<file path="config.mk">
export PLATFORM = sky130hd
export DESIGN_NAME = acc_converter
export DESIGN_NICKNAME = d
export VERILOG_FILES = /design/src/rtl/acc_pkg.sv /design/src/rtl/acc_converter.sv /design/src/rtl/acc_rti_counter.sv
export SDC_FILE = /design/constraint.sdc
export NUM_CORES = 1
export LEC_CHECK = 0
export ABC_AREA = 0
export BUFFER_PORTS_ARGS = -buffer_cell sky130_fd_sc_hd__buf_2
export CAP_MARGIN = 20
export CORE_ASPECT_RATIO = 1.1
export CORE_MARGIN = 2
export CORE_UTILIZATION = 25
export CTS_BUF_LIST = sky130_fd_sc_hd__clkbuf_2 sky130_fd_sc_hd__clkbuf_4 sky130_fd_sc_hd__clkbuf_8
export CTS_CLUSTER_DIAMETER = 100
export CTS_CLUSTER_SIZE = 24
export DETAILED_ROUTE_END_ITERATION = 16
export PLACE_DENSITY = 0.39
export SYNTH_ARGS = -nofsm -noshare
export SYNTH_HDL_FRONTEND = slang
export SYNTH_SLANG_ARGS = --single-unit
</file>
<file path="constraint.sdc">
create_clock -name sys_clk -period 3.3 [get_ports sys_clk]
set_clock_uncertainty 0.05 [all_clocks]
set_input_delay 0.165 -clock sys_clk [delete_from_list [all_inputs] [get_ports sys_clk]]
set_output_delay 0.165 -clock sys_clk [all_outputs]
set_load 0.01 [all_outputs]
</file>
<file path="src/rtl/acc_pkg.sv">
/*
 * Shared constants and types for the converter channel, clock and trigger wrapper.
 * Assumes a single 100 MHz system clock and a 32-bit APB register bus.
 */
package acc_pkg;

    // Clock and time base
    localparam int unsigned SYS_HZ = 100000000;
    localparam int unsigned SYS_PERIOD_NS = 10;
    localparam int unsigned LF_HZ = 32000;
    localparam int unsigned LF_DIV = SYS_HZ / LF_HZ;
    localparam int unsigned ASYNC_PERIOD_NS = 500;
    localparam int unsigned ASYNC_DIV = ASYNC_PERIOD_NS / SYS_PERIOD_NS;

    // Sample phase lengths in conversion clock ticks
    localparam logic [4:0] SAMPLE_SHORT = 5'h04;
    localparam logic [4:0] SAMPLE_LONG = 5'h18;
    localparam int unsigned RES_BITS = 10;

    // Register byte offsets
    localparam logic [7:0] OFF_CTRL1 = 8'h00;
    localparam logic [7:0] OFF_CTRL2 = 8'h04;
    localparam logic [7:0] OFF_RESULT = 8'h08;
    localparam logic [7:0] OFF_COMPARE = 8'h0c;
    localparam logic [7:0] OFF_CFG = 8'h10;
    localparam logic [7:0] OFF_PINEN = 8'h14;
    localparam logic [7:0] OFF_PWR = 8'h18;
    localparam logic [7:0] OFF_RTICTL = 8'h1c;

    // Field positions
    localparam int unsigned C1_DONE = 7;
    localparam int unsigned C1_IRQEN = 6;
    localparam int unsigned C1_CONT = 5;
    localparam int unsigned C2_ACT = 7;
    localparam int unsigned C2_HWT = 6;
    localparam int unsigned C2_CMPEN = 5;
    localparam int unsigned C2_CMPGE = 4;
    localparam int unsigned CFG_LP = 7;
    localparam int unsigned CFG_LONG = 4;
    localparam int unsigned CFG_MODE10 = 2;
    localparam int unsigned PWR_BANDGAP_BUFFER_ENABLE = 0;
    localparam int unsigned PWR_LVSE = 1;
    localparam int unsigned RTI_SRC = 3;

    // Reset values
    localparam logic [4:0] CH_RESET = 5'h1f;
    localparam logic [3:0] PINEN_RESET = 4'h0;

    // Channel codes
    localparam logic [4:0] CH_PIN_LAST = 5'h03;
    localparam logic [4:0] CH_GND_FIRST = 5'h04;
    localparam logic [4:0] CH_GND_LAST = 5'h15;
    localparam logic [4:0] CH_TEMP = 5'h1a;
    localparam logic [4:0] CH_BGAP = 5'h1b;
    localparam logic [4:0] CH_VREFH_A = 5'h1c;
    localparam logic [4:0] CH_VREFH_B = 5'h1d;
    localparam logic [4:0] CH_VREFL = 5'h1e;
    localparam logic [4:0] CH_OFF = 5'h1f;

    // Periodic counter: overflow after (8 << rate) source ticks
    localparam logic [15:0] RTI_BASE = 16'h0008;

    // Conversion clock sources
    typedef enum logic [1:0] {CLK_BUS, CLK_BUS_HALF, CLK_ALT, CLK_ASYNC} acc_clk_e;

    // Converter sequencer states
    typedef enum logic [1:0] {ST_IDLE, ST_SAMPLE, ST_CONVERT} acc_state_e;

    // Analog input switch controls
    typedef struct packed {
        logic powerOn;
        logic [3:0] pinConnect;
        logic gndSel;
        logic tempSel;
        logic bandgapSel;
        logic refHighSel;
        logic refLowSel;
    } acc_mux_s;

endpackage

</file>
<file path="src/rtl/acc_converter.sv">
/*
 * Converter wrapper: APB registers, channel decode, conversion clock choice,
 * hardware trigger, power-mode gating and the successive approximation sequencer.
 * Assumes an external comparator answers the trial code within one cycle.
 */
`timescale 1ns/1ps
module acc_converter (
    input wire logic sys_clk,
    input wire logic rstn,
    input wire logic [7:0] paddr,
    input wire logic psel,
    input wire logic penable,
    input wire logic pwrite,
    input wire logic [31:0] pwdata,
    output logic [31:0] prdata,
    output logic pready,
    output logic pslverr,
    input wire logic extRefTick,
    input wire logic stop3Mode,
    input wire logic compHigh,
    output acc_pkg::acc_mux_s muxSel,
    output logic [9:0] dacCode,
    output logic sampleOn,
    output logic convIrq
);

    ////////////////////////////////////////////////////////////////////////
    // Channel decode helpers
    function automatic logic isGround(input logic [4:0] ch);
        isGround = (ch >= acc_pkg::CH_GND_FIRST) && (ch <= acc_pkg::CH_GND_LAST);
    endfunction

    function automatic logic isPin(input logic [4:0] ch);
        isPin = (ch <= acc_pkg::CH_PIN_LAST);
    endfunction

    ////////////////////////////////////////////////////////////////////////
    // Registers
    logic [4:0] chan_q; // Channel select field
    logic irqEn_q, cont_q, done_q;
    logic hwTrigEn_q, cmpEn_q, cmpGe_q;
    logic [9:0] result_q, cmpVal_q;
    logic lowPower_q, longSample_q, mode10_q;
    acc_pkg::acc_clk_e clkSel_q;
    logic [3:0] pinEn_q; // Sole pin enable register
    logic bandgap_buffer_enable_q, lvse_q;
    logic rtiSrc_q;
    logic [2:0] rtiRate_q;
    logic [31:0] prdata_q;
    acc_pkg::acc_mux_s muxSel_q;

    // Sequencer
    acc_pkg::acc_state_e state_q, state_d;
    logic [4:0] smpCnt_q;
    logic [3:0] bitIdx_q;
    logic [9:0] sar_q;
    logic armed_q; // Continuous run under hardware trigger

    // Clock dividers
    logic halfTog_q, lpTog_q;
    logic [7:0] asyncDiv_q;

    ////////////////////////////////////////////////////////////////////////
    // Bus decode
    logic setup, access, wrEn, rdEn, hit;
    logic wrCtrl1, wrCtrl2, wrCmp, wrCfg, wrPin, wrPwr, wrRti, rdResult;
    assign setup = psel && !penable;
    assign access = psel && penable;
    assign wrEn = access && pwrite;
    assign rdEn = access && !pwrite;
    // pin registers two and three unmapped
    assign hit = (paddr[1:0] == 2'b00) && (paddr <= acc_pkg::OFF_RTICTL);
    assign wrCtrl1 = wrEn && (paddr == acc_pkg::OFF_CTRL1);
    assign wrCtrl2 = wrEn && (paddr == acc_pkg::OFF_CTRL2);
    assign wrCmp = wrEn && (paddr == acc_pkg::OFF_COMPARE);
    assign wrCfg = wrEn && (paddr == acc_pkg::OFF_CFG);
    assign wrPin = wrEn && (paddr == acc_pkg::OFF_PINEN);
    assign wrPwr = wrEn && (paddr == acc_pkg::OFF_PWR);
    assign wrRti = wrEn && (paddr == acc_pkg::OFF_RTICTL);
    assign rdResult = rdEn && (paddr == acc_pkg::OFF_RESULT);
    assign pready = 1'b1; // Zero wait states
    assign pslverr = access && !hit;
    assign prdata = prdata_q;

    // Read mux, captured in the setup phase
    logic [31:0] rdMux;
    assign rdMux =
        (paddr == acc_pkg::OFF_CTRL1) ? {24'h0, done_q, irqEn_q, cont_q, chan_q} :
        (paddr == acc_pkg::OFF_CTRL2) ?
            {24'h0, state_q != acc_pkg::ST_IDLE, hwTrigEn_q, cmpEn_q, cmpGe_q, 4'h0} :
        (paddr == acc_pkg::OFF_RESULT) ? {22'h0, result_q} :
        (paddr == acc_pkg::OFF_COMPARE) ? {22'h0, cmpVal_q} :
        (paddr == acc_pkg::OFF_CFG) ?
            {24'h0, lowPower_q, 2'b00, longSample_q, 1'b0, mode10_q, clkSel_q} :
        (paddr == acc_pkg::OFF_PINEN) ? {28'h0, pinEn_q} :
        (paddr == acc_pkg::OFF_PWR) ? {30'h0, lvse_q, bandgap_buffer_enable_q} :
        (paddr == acc_pkg::OFF_RTICTL) ? {28'h0, rtiSrc_q, rtiRate_q} : 32'h0;

    ////////////////////////////////////////////////////////////////////////
    // Periodic trigger source
    logic rtiOverflow;
    acc_rti_counter uRti (
        .sys_clk(sys_clk),
        .rstn(rstn),
        .extRefTick(extRefTick),
        .srcSel(rtiSrc_q),
        .rateSel(rtiRate_q),
        .overflow(rtiOverflow)
    );

    ////////////////////////////////////////////////////////////////////////
    // Conversion clock enable
    logic asyncTick, rawTick, convTick, runOk;
    assign asyncTick = (asyncDiv_q == 8'(acc_pkg::ASYNC_DIV - 1));
    assign rawTick = (clkSel_q == acc_pkg::CLK_BUS) ? 1'b1 :
                     (clkSel_q == acc_pkg::CLK_BUS_HALF) ? halfTog_q :
                     (clkSel_q == acc_pkg::CLK_ASYNC) ? asyncTick : 1'b0;
    assign convTick = rawTick && (!lowPower_q || lpTog_q);
    assign runOk = !stop3Mode || lvse_q;

    // Dividers run from reset, so the local clock is always ready
    always_ff @(posedge sys_clk) begin
        if (!rstn) begin
            halfTog_q <= 1'b0;
            lpTog_q <= 1'b0;
            asyncDiv_q <= 8'h00;
        end else begin
            halfTog_q <= !halfTog_q;
            lpTog_q <= rawTick ? !lpTog_q : lpTog_q;
            asyncDiv_q <= asyncTick ? 8'h00 : asyncDiv_q + 8'h01;
        end
    end

    ////////////////////////////////////////////////////////////////////////
    // Start, completion and compare
    logic chanOn, swStart, hwStart, lastBit, complete, cmpTrue, doneSet;
    logic [9:0] trial, bitMask, sarNext, formatted, cmpRef;
    logic [4:0] smpLen;
    assign chanOn = (chan_q != acc_pkg::CH_OFF);
    assign swStart = wrCtrl1 && (pwdata[4:0] != acc_pkg::CH_OFF) && !hwTrigEn_q && runOk;
    assign hwStart = hwTrigEn_q && rtiOverflow && chanOn && runOk && !wrCtrl1 &&
                     (state_q == acc_pkg::ST_IDLE);
    assign smpLen = longSample_q ? acc_pkg::SAMPLE_LONG : acc_pkg::SAMPLE_SHORT;
    assign bitMask = 10'h001 << bitIdx_q;
    assign trial = sar_q | bitMask;
    assign sarNext = compHigh ? trial : sar_q;
    assign lastBit = (bitIdx_q == 4'h0);
    assign complete = (state_q == acc_pkg::ST_CONVERT) && convTick && runOk && lastBit;
    assign formatted = mode10_q ? sarNext : {2'b00, sarNext[9:2]};
    assign cmpRef = mode10_q ? cmpVal_q : {2'b00, cmpVal_q[7:0]};
    assign cmpTrue = cmpGe_q ? (formatted >= cmpRef) : (formatted < cmpRef);
    assign doneSet = complete && (!cmpEn_q || cmpTrue);

    ////////////////////////////////////////////////////////////////////////
    // Sequencer next state
    always_comb begin
        state_d = state_q;
        case (state_q)
            acc_pkg::ST_IDLE: begin
                if (swStart || hwStart) begin
                    state_d = acc_pkg::ST_SAMPLE;
                end
            end
            acc_pkg::ST_SAMPLE: begin
                if (convTick && runOk && smpCnt_q == smpLen - 5'h01) begin
                    state_d = acc_pkg::ST_CONVERT;
                end
            end
            acc_pkg::ST_CONVERT: begin
                if (complete) begin
                    state_d = (cont_q && (!hwTrigEn_q || armed_q)) ?
                              acc_pkg::ST_SAMPLE : acc_pkg::ST_IDLE;
                end
            end
            default: begin
                state_d = acc_pkg::ST_IDLE;
            end
        endcase
        if (wrCtrl1) begin
            state_d = swStart ? acc_pkg::ST_SAMPLE : acc_pkg::ST_IDLE;
        end
    end

    // Sequencer registers
    always_ff @(posedge sys_clk) begin
        if (!rstn) begin
            state_q <= acc_pkg::ST_IDLE;
            smpCnt_q <= 5'h00;
            bitIdx_q <= 4'h9;
            sar_q <= 10'h000;
            armed_q <= 1'b0;
        end else begin
            state_q <= state_d;
            armed_q <= wrCtrl1 ? 1'b0 : (hwStart ? 1'b1 : armed_q);
            // a write during sampling restarts the count too
            if (swStart || (state_d == acc_pkg::ST_SAMPLE && state_q != acc_pkg::ST_SAMPLE)) begin
                smpCnt_q <= 5'h00;
            end else if (convTick && runOk) begin
                smpCnt_q <= smpCnt_q + 5'h01;
            end
            if (state_q != acc_pkg::ST_CONVERT) begin
                bitIdx_q <= 4'(acc_pkg::RES_BITS - 1);
                sar_q <= 10'h000;
            end else if (convTick && runOk) begin
                bitIdx_q <= bitIdx_q - 4'h1;
                sar_q <= sarNext;
            end
        end
    end

    ////////////////////////////////////////////////////////////////////////
    // Software registers
    always_ff @(posedge sys_clk) begin
        if (!rstn) begin
            chan_q <= acc_pkg::CH_RESET;
            {irqEn_q, cont_q, hwTrigEn_q, cmpEn_q, cmpGe_q} <= 5'h00;
            {cmpVal_q, result_q} <= 20'h00000;
            {lowPower_q, longSample_q, mode10_q} <= 3'h0;
            clkSel_q <= acc_pkg::CLK_BUS;
            pinEn_q <= acc_pkg::PINEN_RESET;
            {bandgap_buffer_enable_q, lvse_q, rtiSrc_q} <= 3'h0;
            rtiRate_q <= 3'h0;
        end else begin
            if (wrCtrl1) begin
                {irqEn_q, cont_q, chan_q} <= pwdata[acc_pkg::C1_IRQEN:0];
            end
            if (wrCtrl2) begin
                hwTrigEn_q <= pwdata[acc_pkg::C2_HWT];
                cmpEn_q <= pwdata[acc_pkg::C2_CMPEN];
                cmpGe_q <= pwdata[acc_pkg::C2_CMPGE];
            end
            if (wrCmp) begin
                cmpVal_q <= pwdata[9:0];
            end
            if (wrCfg) begin
                lowPower_q <= pwdata[acc_pkg::CFG_LP];
                longSample_q <= pwdata[acc_pkg::CFG_LONG];
                mode10_q <= pwdata[acc_pkg::CFG_MODE10];
                clkSel_q <= acc_pkg::acc_clk_e'(pwdata[1:0]);
            end
            if (wrPin) begin
                pinEn_q <= pwdata[3:0];
            end
            if (wrPwr) begin
                bandgap_buffer_enable_q <= pwdata[acc_pkg::PWR_BANDGAP_BUFFER_ENABLE];
                lvse_q <= pwdata[acc_pkg::PWR_LVSE];
            end
            if (wrRti) begin
                {rtiSrc_q, rtiRate_q} <= pwdata[acc_pkg::RTI_SRC:0];
            end
            if (complete) begin
                result_q <= formatted;
            end
        end
    end

    always_ff @(posedge sys_clk) begin
        if (!rstn) begin
            done_q <= 1'b0;
        end else begin
            done_q <= doneSet || (done_q && !wrCtrl1 && !rdResult);
        end
    end

    // Read data latched in setup so it is a flop during access
    always_ff @(posedge sys_clk) begin
        if (!rstn) begin
            prdata_q <= 32'h0;
        end else if (setup) begin
            prdata_q <= rdMux;
        end
    end

    ////////////////////////////////////////////////////////////////////////
    // Analog switch decode
    acc_pkg::acc_mux_s muxD;
    genvar p;
    generate
        for (p = 0; p < 4; p++) begin : gPin
            assign muxD.pinConnect[p] = (chan_q == 5'(p)) && pinEn_q[p];
        end
    endgenerate
    assign muxD.gndSel = isGround(chan_q);
    assign muxD.tempSel = (chan_q == acc_pkg::CH_TEMP);
    assign muxD.bandgapSel = (chan_q == acc_pkg::CH_BGAP) && bandgap_buffer_enable_q;
    assign muxD.refHighSel = (chan_q == acc_pkg::CH_VREFH_A) || (chan_q == acc_pkg::CH_VREFH_B);
    assign muxD.refLowSel = (chan_q == acc_pkg::CH_VREFL);
    assign muxD.powerOn = chanOn && (state_q != acc_pkg::ST_IDLE);

    always_ff @(posedge sys_clk) begin
        if (!rstn) begin
            muxSel_q <= '0;
        end else begin
            muxSel_q <= muxD;
        end
    end

    assign muxSel = muxSel_q;
    assign dacCode = trial;
    assign sampleOn = (state_q == acc_pkg::ST_SAMPLE);
    assign convIrq = done_q && irqEn_q;

    ////////////////////////////////////////////////////////////////////////
    // Checks
    chk_ground_codes_route: assert property (@(posedge sys_clk) disable iff (!rstn)
        isGround(chan_q) |=> muxSel_q.gndSel && (muxSel_q.pinConnect == 4'h0))
        else $error("ground code did not ground input");
    chk_pin_enable_gate: assert property (@(posedge sys_clk) disable iff (!rstn)
        (isPin(chan_q) && !pinEn_q[chan_q[1:0]]) |=> muxSel_q.pinConnect == 4'h0)
        else $error("disabled pin connected");
    chk_temp_sensor_route: assert property (@(posedge sys_clk) disable iff (!rstn)
        (chan_q == acc_pkg::CH_TEMP) |=> muxSel_q.tempSel && !muxSel_q.gndSel)
        else $error("temperature channel not routed");
    chk_bandgap_needs_buffer: assert property (@(posedge sys_clk) disable iff (!rstn)
        muxSel_q.bandgapSel |-> $past(bandgap_buffer_enable_q) && $past(chan_q) == acc_pkg::CH_BGAP)
        else $error("bandgap routed without buffer");
    chk_alt_clock_dead: assert property (@(posedge sys_clk) disable iff (!rstn)
        (clkSel_q == acc_pkg::CLK_ALT) |-> !convTick)
        else $error("alternate clock produced a tick");
    chk_hw_trigger_start: assert property (@(posedge sys_clk) disable iff (!rstn)
        hwStart |=> state_q == acc_pkg::ST_SAMPLE ##1 sampleOn)
        else $error("trigger did not start sampling");
    chk_stop3_frozen: assert property (@(posedge sys_clk) disable iff (!rstn)
        (stop3Mode && !lvse_q && !wrCtrl1) |=> $stable(smpCnt_q) && $stable(sar_q))
        else $error("converter ran in stop3 without low-voltage stop");
    chk_off_code_idle: assert property (@(posedge sys_clk) disable iff (!rstn)
        (chan_q == acc_pkg::CH_OFF) |-> state_q == acc_pkg::ST_IDLE ##1 !muxSel_q.powerOn)
        else $error("converter active on off code");
    chk_write_restart: assert property (@(posedge sys_clk) disable iff (!rstn)
        swStart |=> state_q == acc_pkg::ST_SAMPLE && smpCnt_q == 5'h00)
        else $error("control write did not restart");
    chk_done_clears: assert property (@(posedge sys_clk) disable iff (!rstn)
        ((wrCtrl1 || rdResult) && !doneSet) |=> !done_q && !convIrq)
        else $error("done flag survived clear");
    chk_single_returns: assert property (@(posedge sys_clk) disable iff (!rstn)
        (complete && !cont_q && !wrCtrl1) |=> state_q == acc_pkg::ST_IDLE)
        else $error("single conversion did not return idle");

    cov_single_done: cover property (@(posedge sys_clk) disable iff (!rstn)
        complete && !cont_q);
    cov_hw_started: cover property (@(posedge sys_clk) disable iff (!rstn) hwStart);
    cov_compare_hit: cover property (@(posedge sys_clk) disable iff (!rstn)
        doneSet && cmpEn_q);

endmodule

</file>
<file path="src/rtl/acc_rti_counter.sv">
/*
 * Free-running periodic counter that issues the hardware conversion trigger.
 * Assumes the external reference arrives as a one-cycle enable pulse on sys_clk.
 */
`timescale 1ns/1ps
module acc_rti_counter (
    input wire logic sys_clk,
    input wire logic rstn,
    input wire logic extRefTick,
    input wire logic srcSel,
    input wire logic [2:0] rateSel,
    output logic overflow
);

    logic [11:0] lfDiv_q; // Internal 32 kHz divider
    logic lfTick;
    logic srcTick;
    logic [15:0] cnt_q;
    logic [15:0] period;
    logic wrap;
    logic overflow_q;

    assign lfTick = (lfDiv_q == 12'(acc_pkg::LF_DIV - 1));
    assign srcTick = srcSel ? extRefTick : lfTick;
    assign period = acc_pkg::RTI_BASE << rateSel;
    assign wrap = srcTick && (cnt_q >= period - 16'h0001);
    assign overflow = overflow_q;

    ////////////////////////////////////////////////////////////////////////
    // Internal low-frequency source, always running
    always_ff @(posedge sys_clk) begin
        if (!rstn || lfTick) begin
            lfDiv_q <= 12'h000;
        end else begin
            lfDiv_q <= lfDiv_q + 12'h001;
        end
    end

    ////////////////////////////////////////////////////////////////////////
    // free count, overflow
    // Runs in every power mode, so triggers reach the converter in stop too
    always_ff @(posedge sys_clk) begin
        if (!rstn) begin
            cnt_q <= 16'h0000;
            overflow_q <= 1'b0;
        end else begin
            overflow_q <= wrap;
            if (wrap) begin
                cnt_q <= 16'h0000;
            end else if (srcTick) begin
                cnt_q <= cnt_q + 16'h0001;
            end
        end
    end

    chk_rti_one_pulse: assert property (@(posedge sys_clk) disable iff (!rstn)
        overflow |=> !overflow) else $error("trigger pulse longer than one cycle");

endmodule

</file>
Word level (Yosys, flattened, before mapping)
Cells that the tools add are included.
Widths: inputs -> output; s select.
{"block": "op_classes", "bitwise_logic": 2, "mux": 24, "magnitude_cmp": 6, "reduce_logical": 75, "n_shift": 2, "addsub": 7, "n_eq_ne": 27}
{"cell": "$mux 10", "count": 7}
{"cell": "$logic_and 1x1->1", "count": 42}
{"cell": "$eq 8x5->1 const B", "count": 4}
{"cell": "$eq 5x5->1 const B", "count": 5}
{"cell": "$add 16x1->16 const B", "count": 1}
{"cell": "$eq 8x4->1 const B", "count": 2}
{"cell": "$ge 16x16->1", "count": 1}
{"cell": "$shl 4x3->16 const A", "count": 1}
{"cell": "$sub 16x1->16 const B", "count": 1}
{"cell": "$add 12x1->12 const B", "count": 1}
{"cell": "$eq 12x12->1 const B", "count": 1}
{"cell": "$logic_not 1->1", "count": 12}
{"cell": "$mux 4", "count": 3}
{"cell": "$eq 5x2->1 const B", "count": 2}
{"cell": "$ge 10x10->1", "count": 1}
{"cell": "$lt 10x10->1", "count": 1}
{"cell": "$ne 5x5->1 const B", "count": 2}
{"cell": "$or 10x10->10", "count": 1}
{"cell": "$reduce_or 2->1", "count": 5}
{"cell": "$shl 1x4->10 const A", "count": 1}
{"cell": "$logic_or 1x1->1", "count": 9}
{"cell": "$add 8x1->8 const B", "count": 1}
{"cell": "$eq 8x3->1 const B", "count": 1}
{"cell": "$eq 8x6->1 const B", "count": 1}
{"cell": "other kinds (23)", "count": 37}
{"block": "word_totals", "regBits": 149, "out_inout_bits": 56}

Depth between registers and ports, before layout
{"block": "depth", "word_depth": 15, "depth_mapped": 11, "ltp_nobuf": 11}

Hierarchy
From an unflattened synthesis, not the netlist that was laid out.
{"block": "unflattened", "cells_unflattened": 766, "hier_area_um2": 6558.8}
{"module": "acc_converter", "n_inst": 1, "area_each_um2": 5019.8, "seq_area_each_um2": 1961.9, "cells_each": 588}
{"module": "acc_rti_counter", "n_inst": 1, "area_each_um2": 1539.0, "seq_area_each_um2": 580.6, "cells_each": 178}

Least setup slack after synthesis
Ideal clock, no wire load.
{"block": "synth_timing", "kind": "register to register", "start": "register bitIdx_q[3]", "end": "register done_q", "path_stages_with_launch": 10, "setup_slack_ns": 0.781, "path_buffers": 0, "arrival_time_ns": 2.409, "setup_ns": 0.061, "path_cell_list": "dfxtp_1 nor3b_1 a21oi_1 mux2_2 ha_1 nand2b_1 a21oi_1 o311a_1 a2111oi_0 a32o_1"}
{"block": "synth_between", "elab_chain_len": 9, "word_cells_on_any_way": 12, "cone_classes": "order compare (2); shift (1); mux (3); bitwise (1); reduce/logical (5)"}
{"item": "start, declared", "line_no": "acc_converter.sv:55", "rtl": "logic [3:0] bitIdx_q;"}
{"item": "start signal, assigned", "line_no": "acc_converter.sv:202", "rtl": "bitIdx_q <= 4'(acc_pkg::RES_BITS - 1);"}
{"item": "start signal, assigned", "line_no": "acc_converter.sv:205", "rtl": "bitIdx_q <= bitIdx_q - 4'h1;"}
{"item": "$shl 1x4->10", "line_no": "acc_converter.sv:144", "rtl": "assign bitMask = 10'h001 << bitIdx_q;"}
{"item": "$or 10x10->10", "line_no": "acc_converter.sv:145", "rtl": "assign trial = sar_q | bitMask;"}
{"item": "$mux 10", "line_no": "acc_converter.sv:146", "rtl": "assign sarNext = compHigh ? trial : sar_q;"}
{"item": "$mux 10", "line_no": "acc_converter.sv:149", "rtl": "assign formatted = mode10_q ? sarNext : {2'b00, sarNext[9:2]};"}
{"item": "$lt 10x10->1 or $ge 10x10->1 (tied branches)", "line_no": "acc_converter.sv:151", "rtl": "assign cmpTrue = cmpGe_q ? (formatted >= cmpRef) : (formatted < cmpRef);"}
{"item": "$mux 1", "line_no": "acc_converter.sv:151"}
{"item": "$logic_or 1x1->1", "line_no": "acc_converter.sv:152", "rtl": "assign doneSet = complete && (!cmpEn_q || cmpTrue);"}
{"item": "$logic_and 1x1->1 *", "line_no": "acc_converter.sv:152"}
{"item": "$logic_or 1x1->1 *", "line_no": "acc_converter.sv:261", "rtl": "done_q <= doneSet || (done_q && !wrCtrl1 && !rdResult);"}
{"item": "end signal, assigned", "line_no": "acc_converter.sv:261"}
{"item": "end, declared", "line_no": "acc_converter.sv:40", "rtl": "logic irqEn_q, cont_q, done_q;"}
Mark *: on every way between the ends. The rest lies on a longest branch, timed or not.
A chain may end at the register's enable or synchronous reset.

Worst setup path after layout
{"block": "layout_timing", "start": "register bitIdx_q[0]", "end": "register done_q"}
{"block": "layout_between", "elab_chain_len": 9, "word_cells_on_any_way": 12, "cone_classes": "order compare (2); shift (1); mux (3); bitwise (1); reduce/logical (5)"}
{"item": "$shl 1x4->10 *", "line_no": "acc_converter.sv:144"}
{"item": "$or 10x10->10 *", "line_no": "acc_converter.sv:145"}
{"item": "$mux 10 *", "line_no": "acc_converter.sv:146"}
{"item": "$mux 10 *", "line_no": "acc_converter.sv:149"}
{"item": "net formatted[6]", "line_no": "acc_converter.sv:137", "rtl": "logic [9:0] trial, bitMask, sarNext, formatted, cmpRef;"}
{"item": "$lt 10x10->1 or $ge 10x10->1 (tied branches)", "line_no": "acc_converter.sv:151"}
{"item": "$mux 1 *", "line_no": "acc_converter.sv:151"}
{"item": "$logic_or 1x1->1 *", "line_no": "acc_converter.sv:152"}
{"item": "$logic_and 1x1->1 *", "line_no": "acc_converter.sv:152"}
{"item": "$logic_or 1x1->1 *", "line_no": "acc_converter.sv:261"}
Mark *: on every way through the listed nets, which the timed path passes. The rest lies on a longest branch.

==> out/metrics.cfg <==
[status]
outcome = finished clean

[power]
p_clk_share_pct = 43.7
sw_frac_of_total_pct = 27.05
seq_power_share_pct = 50.6
pwr-share-comb_pct = 5.7
power.density_nw_per_um2 = 406.3
switchingPower_mw = 0.8310
finalPower_mw = 3.072
p_leak_nw = 3.095
p_int_mw = 2.241
ir_worst_vdd_v = 0.0001717

[place]
post-dp-hpwl_um = 12840
pre_cts_slack_ns = 0.3459
dp_cells = 1123
placed_area_um2 = 7067
gp_congestion = 0.7166
io_buffers = 58

[sta]
fmax_ghz = 0.3381
grt_setup_unrepaired = no
period_minus_slack_ns = 2.957
slew_headroom_pct = 57.78
period_share_pct = 89.62
slew_violations = 0
setup_violations = 0
worstMarginPinSlew_ns = 0.6280
fin_hold_ws_ns = 0.07878
finalHoldViolCount = 0
worst_slack_ns = 0.3425
tns_ns = 0

[critical_path]
rr_worst_depth = 9
cpMostUsedCell = ha_1
cpPeakStageDelay_ns = 0.53
cp-end-kind = flop
worstReg2RegStart = bitIdx_q[0]
cp_max_fo = 7
cp_cell_sequence = inv_1, ha_1, a31oi_1, mux2i_1, ha_1, nand4_1, o311a_1, a2111oi_0, a32o_1
cp.arrival_ns = 3.30
worstPathRequired_ns = 3.64
critPathSlowestCell = a2111oi_0
r2r_slack_ns = 0.34
reg2reg_to = done_q
crit_type = flop to flop
start_kind = flop

[worst_hold_path]
worst_hold_path_type = primary input to flop
holdCritStartpoint = rstn
min_path_cells = 2
min_to = chan_q[3]

[clocking]
cts_max_path_buffers = 2
path_clk_slew_ns = 0.08
cts_tree = yes
root_buffer = clkbuf_8
post_cts_buffers = 0
ctsResizeCount = 0
htree_levels = 4
cts_hold_buf = 11
clock_latency_ns = 0.45
numCtsBuffers = 17
clkSinkCount = 127

[routing]
antenna_left = 0
drc = 0
dr.first_iter.drc_count = 190
totalWireLength_um = 17700
dr.pass1.iters = 4
wl_per_cell_um = 15.18
vias = 5284
via_per_inst = 4.532

[grt]
overflow = 0
grt_pass1_wl_um = 28660
first_global_vias = 5127
antenna_found_initial = 0
grt_util_all_layers_pct = 13.36
grt_max_degree = 27

[yosys]
synth_area_per_cell_um2 = 8.730
async_reset_ff_share_pct = 0
yosysSeqAreaShare_pct = 39.09
synth_area_um2 = 6504
synth_seq_cells = 127
synth-edff-count = 0
synth_warnings = 0
synth_flop_cell = dfxtp_1
syn_inst = 745
synth_cell_types = 72

[floorplanning]
rows = 61
io_pins = 104
die_h_um = 173.2
fp.dieArea_um2 = 27320
initial_core_util_pct = 25.59
die_x_um = 157.8
core_area_um2 = 25420

[finish]
layout_commonest_cell = dfxtp_1
final_util_pct = 29.75
layout_common_cells = dfxtp_1 (127), nor2_1 (94), buf_2 (58)
area_delta_synth_final_pct = 16.26
fin_cells = 1166
fillCellCount = 2748
final_cell_area_um2 = 7561
final_nets = 883
drive_gt1_share_pct = 15.98
antennaDiodeCount = 0

[job]
max_cap_violations = 0

==> cell families after synthesis <==
| group | share of synthesized area [%] |
|---|---|
| and+or+nand+nor | 23.28 |
| DFF | 39.09 |
| AOI/OAI and AO/OA | 12.31 |
| buffers and inverters | 6.618 |
| muxes | 8.349 |
| xor gates and xnor gates | 4.848 |
| adders and majority gates | 5.387 |
| other | 0.1155 |
==> layer usage <==
metal | vias up | share of wire, % | GRT usage (%)
met4 | 0 | 1.4 | 4.318
li1 | 2712 | - | -
met2 | 83 | 45 | 21.07
met3 | 19 | 2.9 | 2.456
met1 | 2470 | 50 | 18.32
met5 | - | 0 | 0
==> state kept, by name, summed over array words and instances, names as in the netlist, 2 cells and up <==
register      cells
muxSel           10
sar_q            10
chan_q            5
bitIdx_q          4
uRti.lfDiv_q     12
asyncDiv_q        8
state_q           2
result_q         10
pinEn_q           4
rtiRate_q         3
smpCnt_q          5
prdata           10
uRti.cnt_q       16
cmpVal_q         10
clkSel_q          2
==> synth_stat cells (all sizes together) (6+ instances only) <==
library cell,instances,area (µm²)
nand3,45,225.2
nor2,97,371.6
nor3,18,117.6
o21ai,29,145.1
ha,28,350.3
a21o,9,67.56
a21oi,31,155.2
inv,22,82.58
xor2,23,201.4
xnor2,13,113.9
o211ai,6,45.04
buf,31,220.2
clkbuf,30,123.9
mux2i,43,430.4
nor2b,13,81.33
nand4,14,87.58
nand2,56,210.2
a31oi,14,87.58
nor3b,6,61.31
dfxtp,127,2542
and3,13,81.33
==> power groups by stage <==
| stage | registers (mW) | logic, mW | clock network (mW) |
|---|---|---|---|
| after floorplan | 1.59 | 0.126 | 0 |
| after global placement | 1.59 | 0.167 | 0 |
| after detailed placement | 1.59 | 0.167 | 0 |
| after CTS | 1.55 | 0.178 | 1.40 |
| after global routing | 1.56 | 0.197 | 1.46 |
| final | 1.55 | 0.175 | 1.34 |
==> worst max-delay path by stage <==
stage / from / end / slack [ns] / depth (start not counted)
floorplan: bitIdx_q[3] / done_q / 0.78 / 9
global placement: bitIdx_q[0] / done_q / 0.48 / 9
detailed placement: bitIdx_q[0] / done_q / 0.35 / 9
CTS: bitIdx_q[1] / done_q / 0.29 / 9
global route: bitIdx_q[1] / done_q / 0.02 / 9
finish: bitIdx_q[0] / done_q / 0.34 / 9
==> worst max-delay path, delay by kind of cell (launching register included) <==
kind                       cells  cell delay (ns)
muxes                          1             0.17
and+or+nand+nor                1             0.14
buffers and inverters          1             0.11
adders and majority gates      2             0.62
DFF                            1             0.42
AOI/OAI and AO/OA              4             1.39
==> layout make-up <==
class | instances | area (µm²) | area share [%]
sequential | 127 | 2542 | 33.63
timing repair buffer | 83 | 505.5 | 6.685
tap | 346 | 432.9 | 5.726
clock inverter | 13 | 128.9 | 1.704
clock buffer | 19 | 255.2 | 3.376
inverter | 23 | 86.33 | 1.142
multi-input combinational | 555 | 3610 | 47.74
Note: power is estimated with default switching activity, not from simulation.
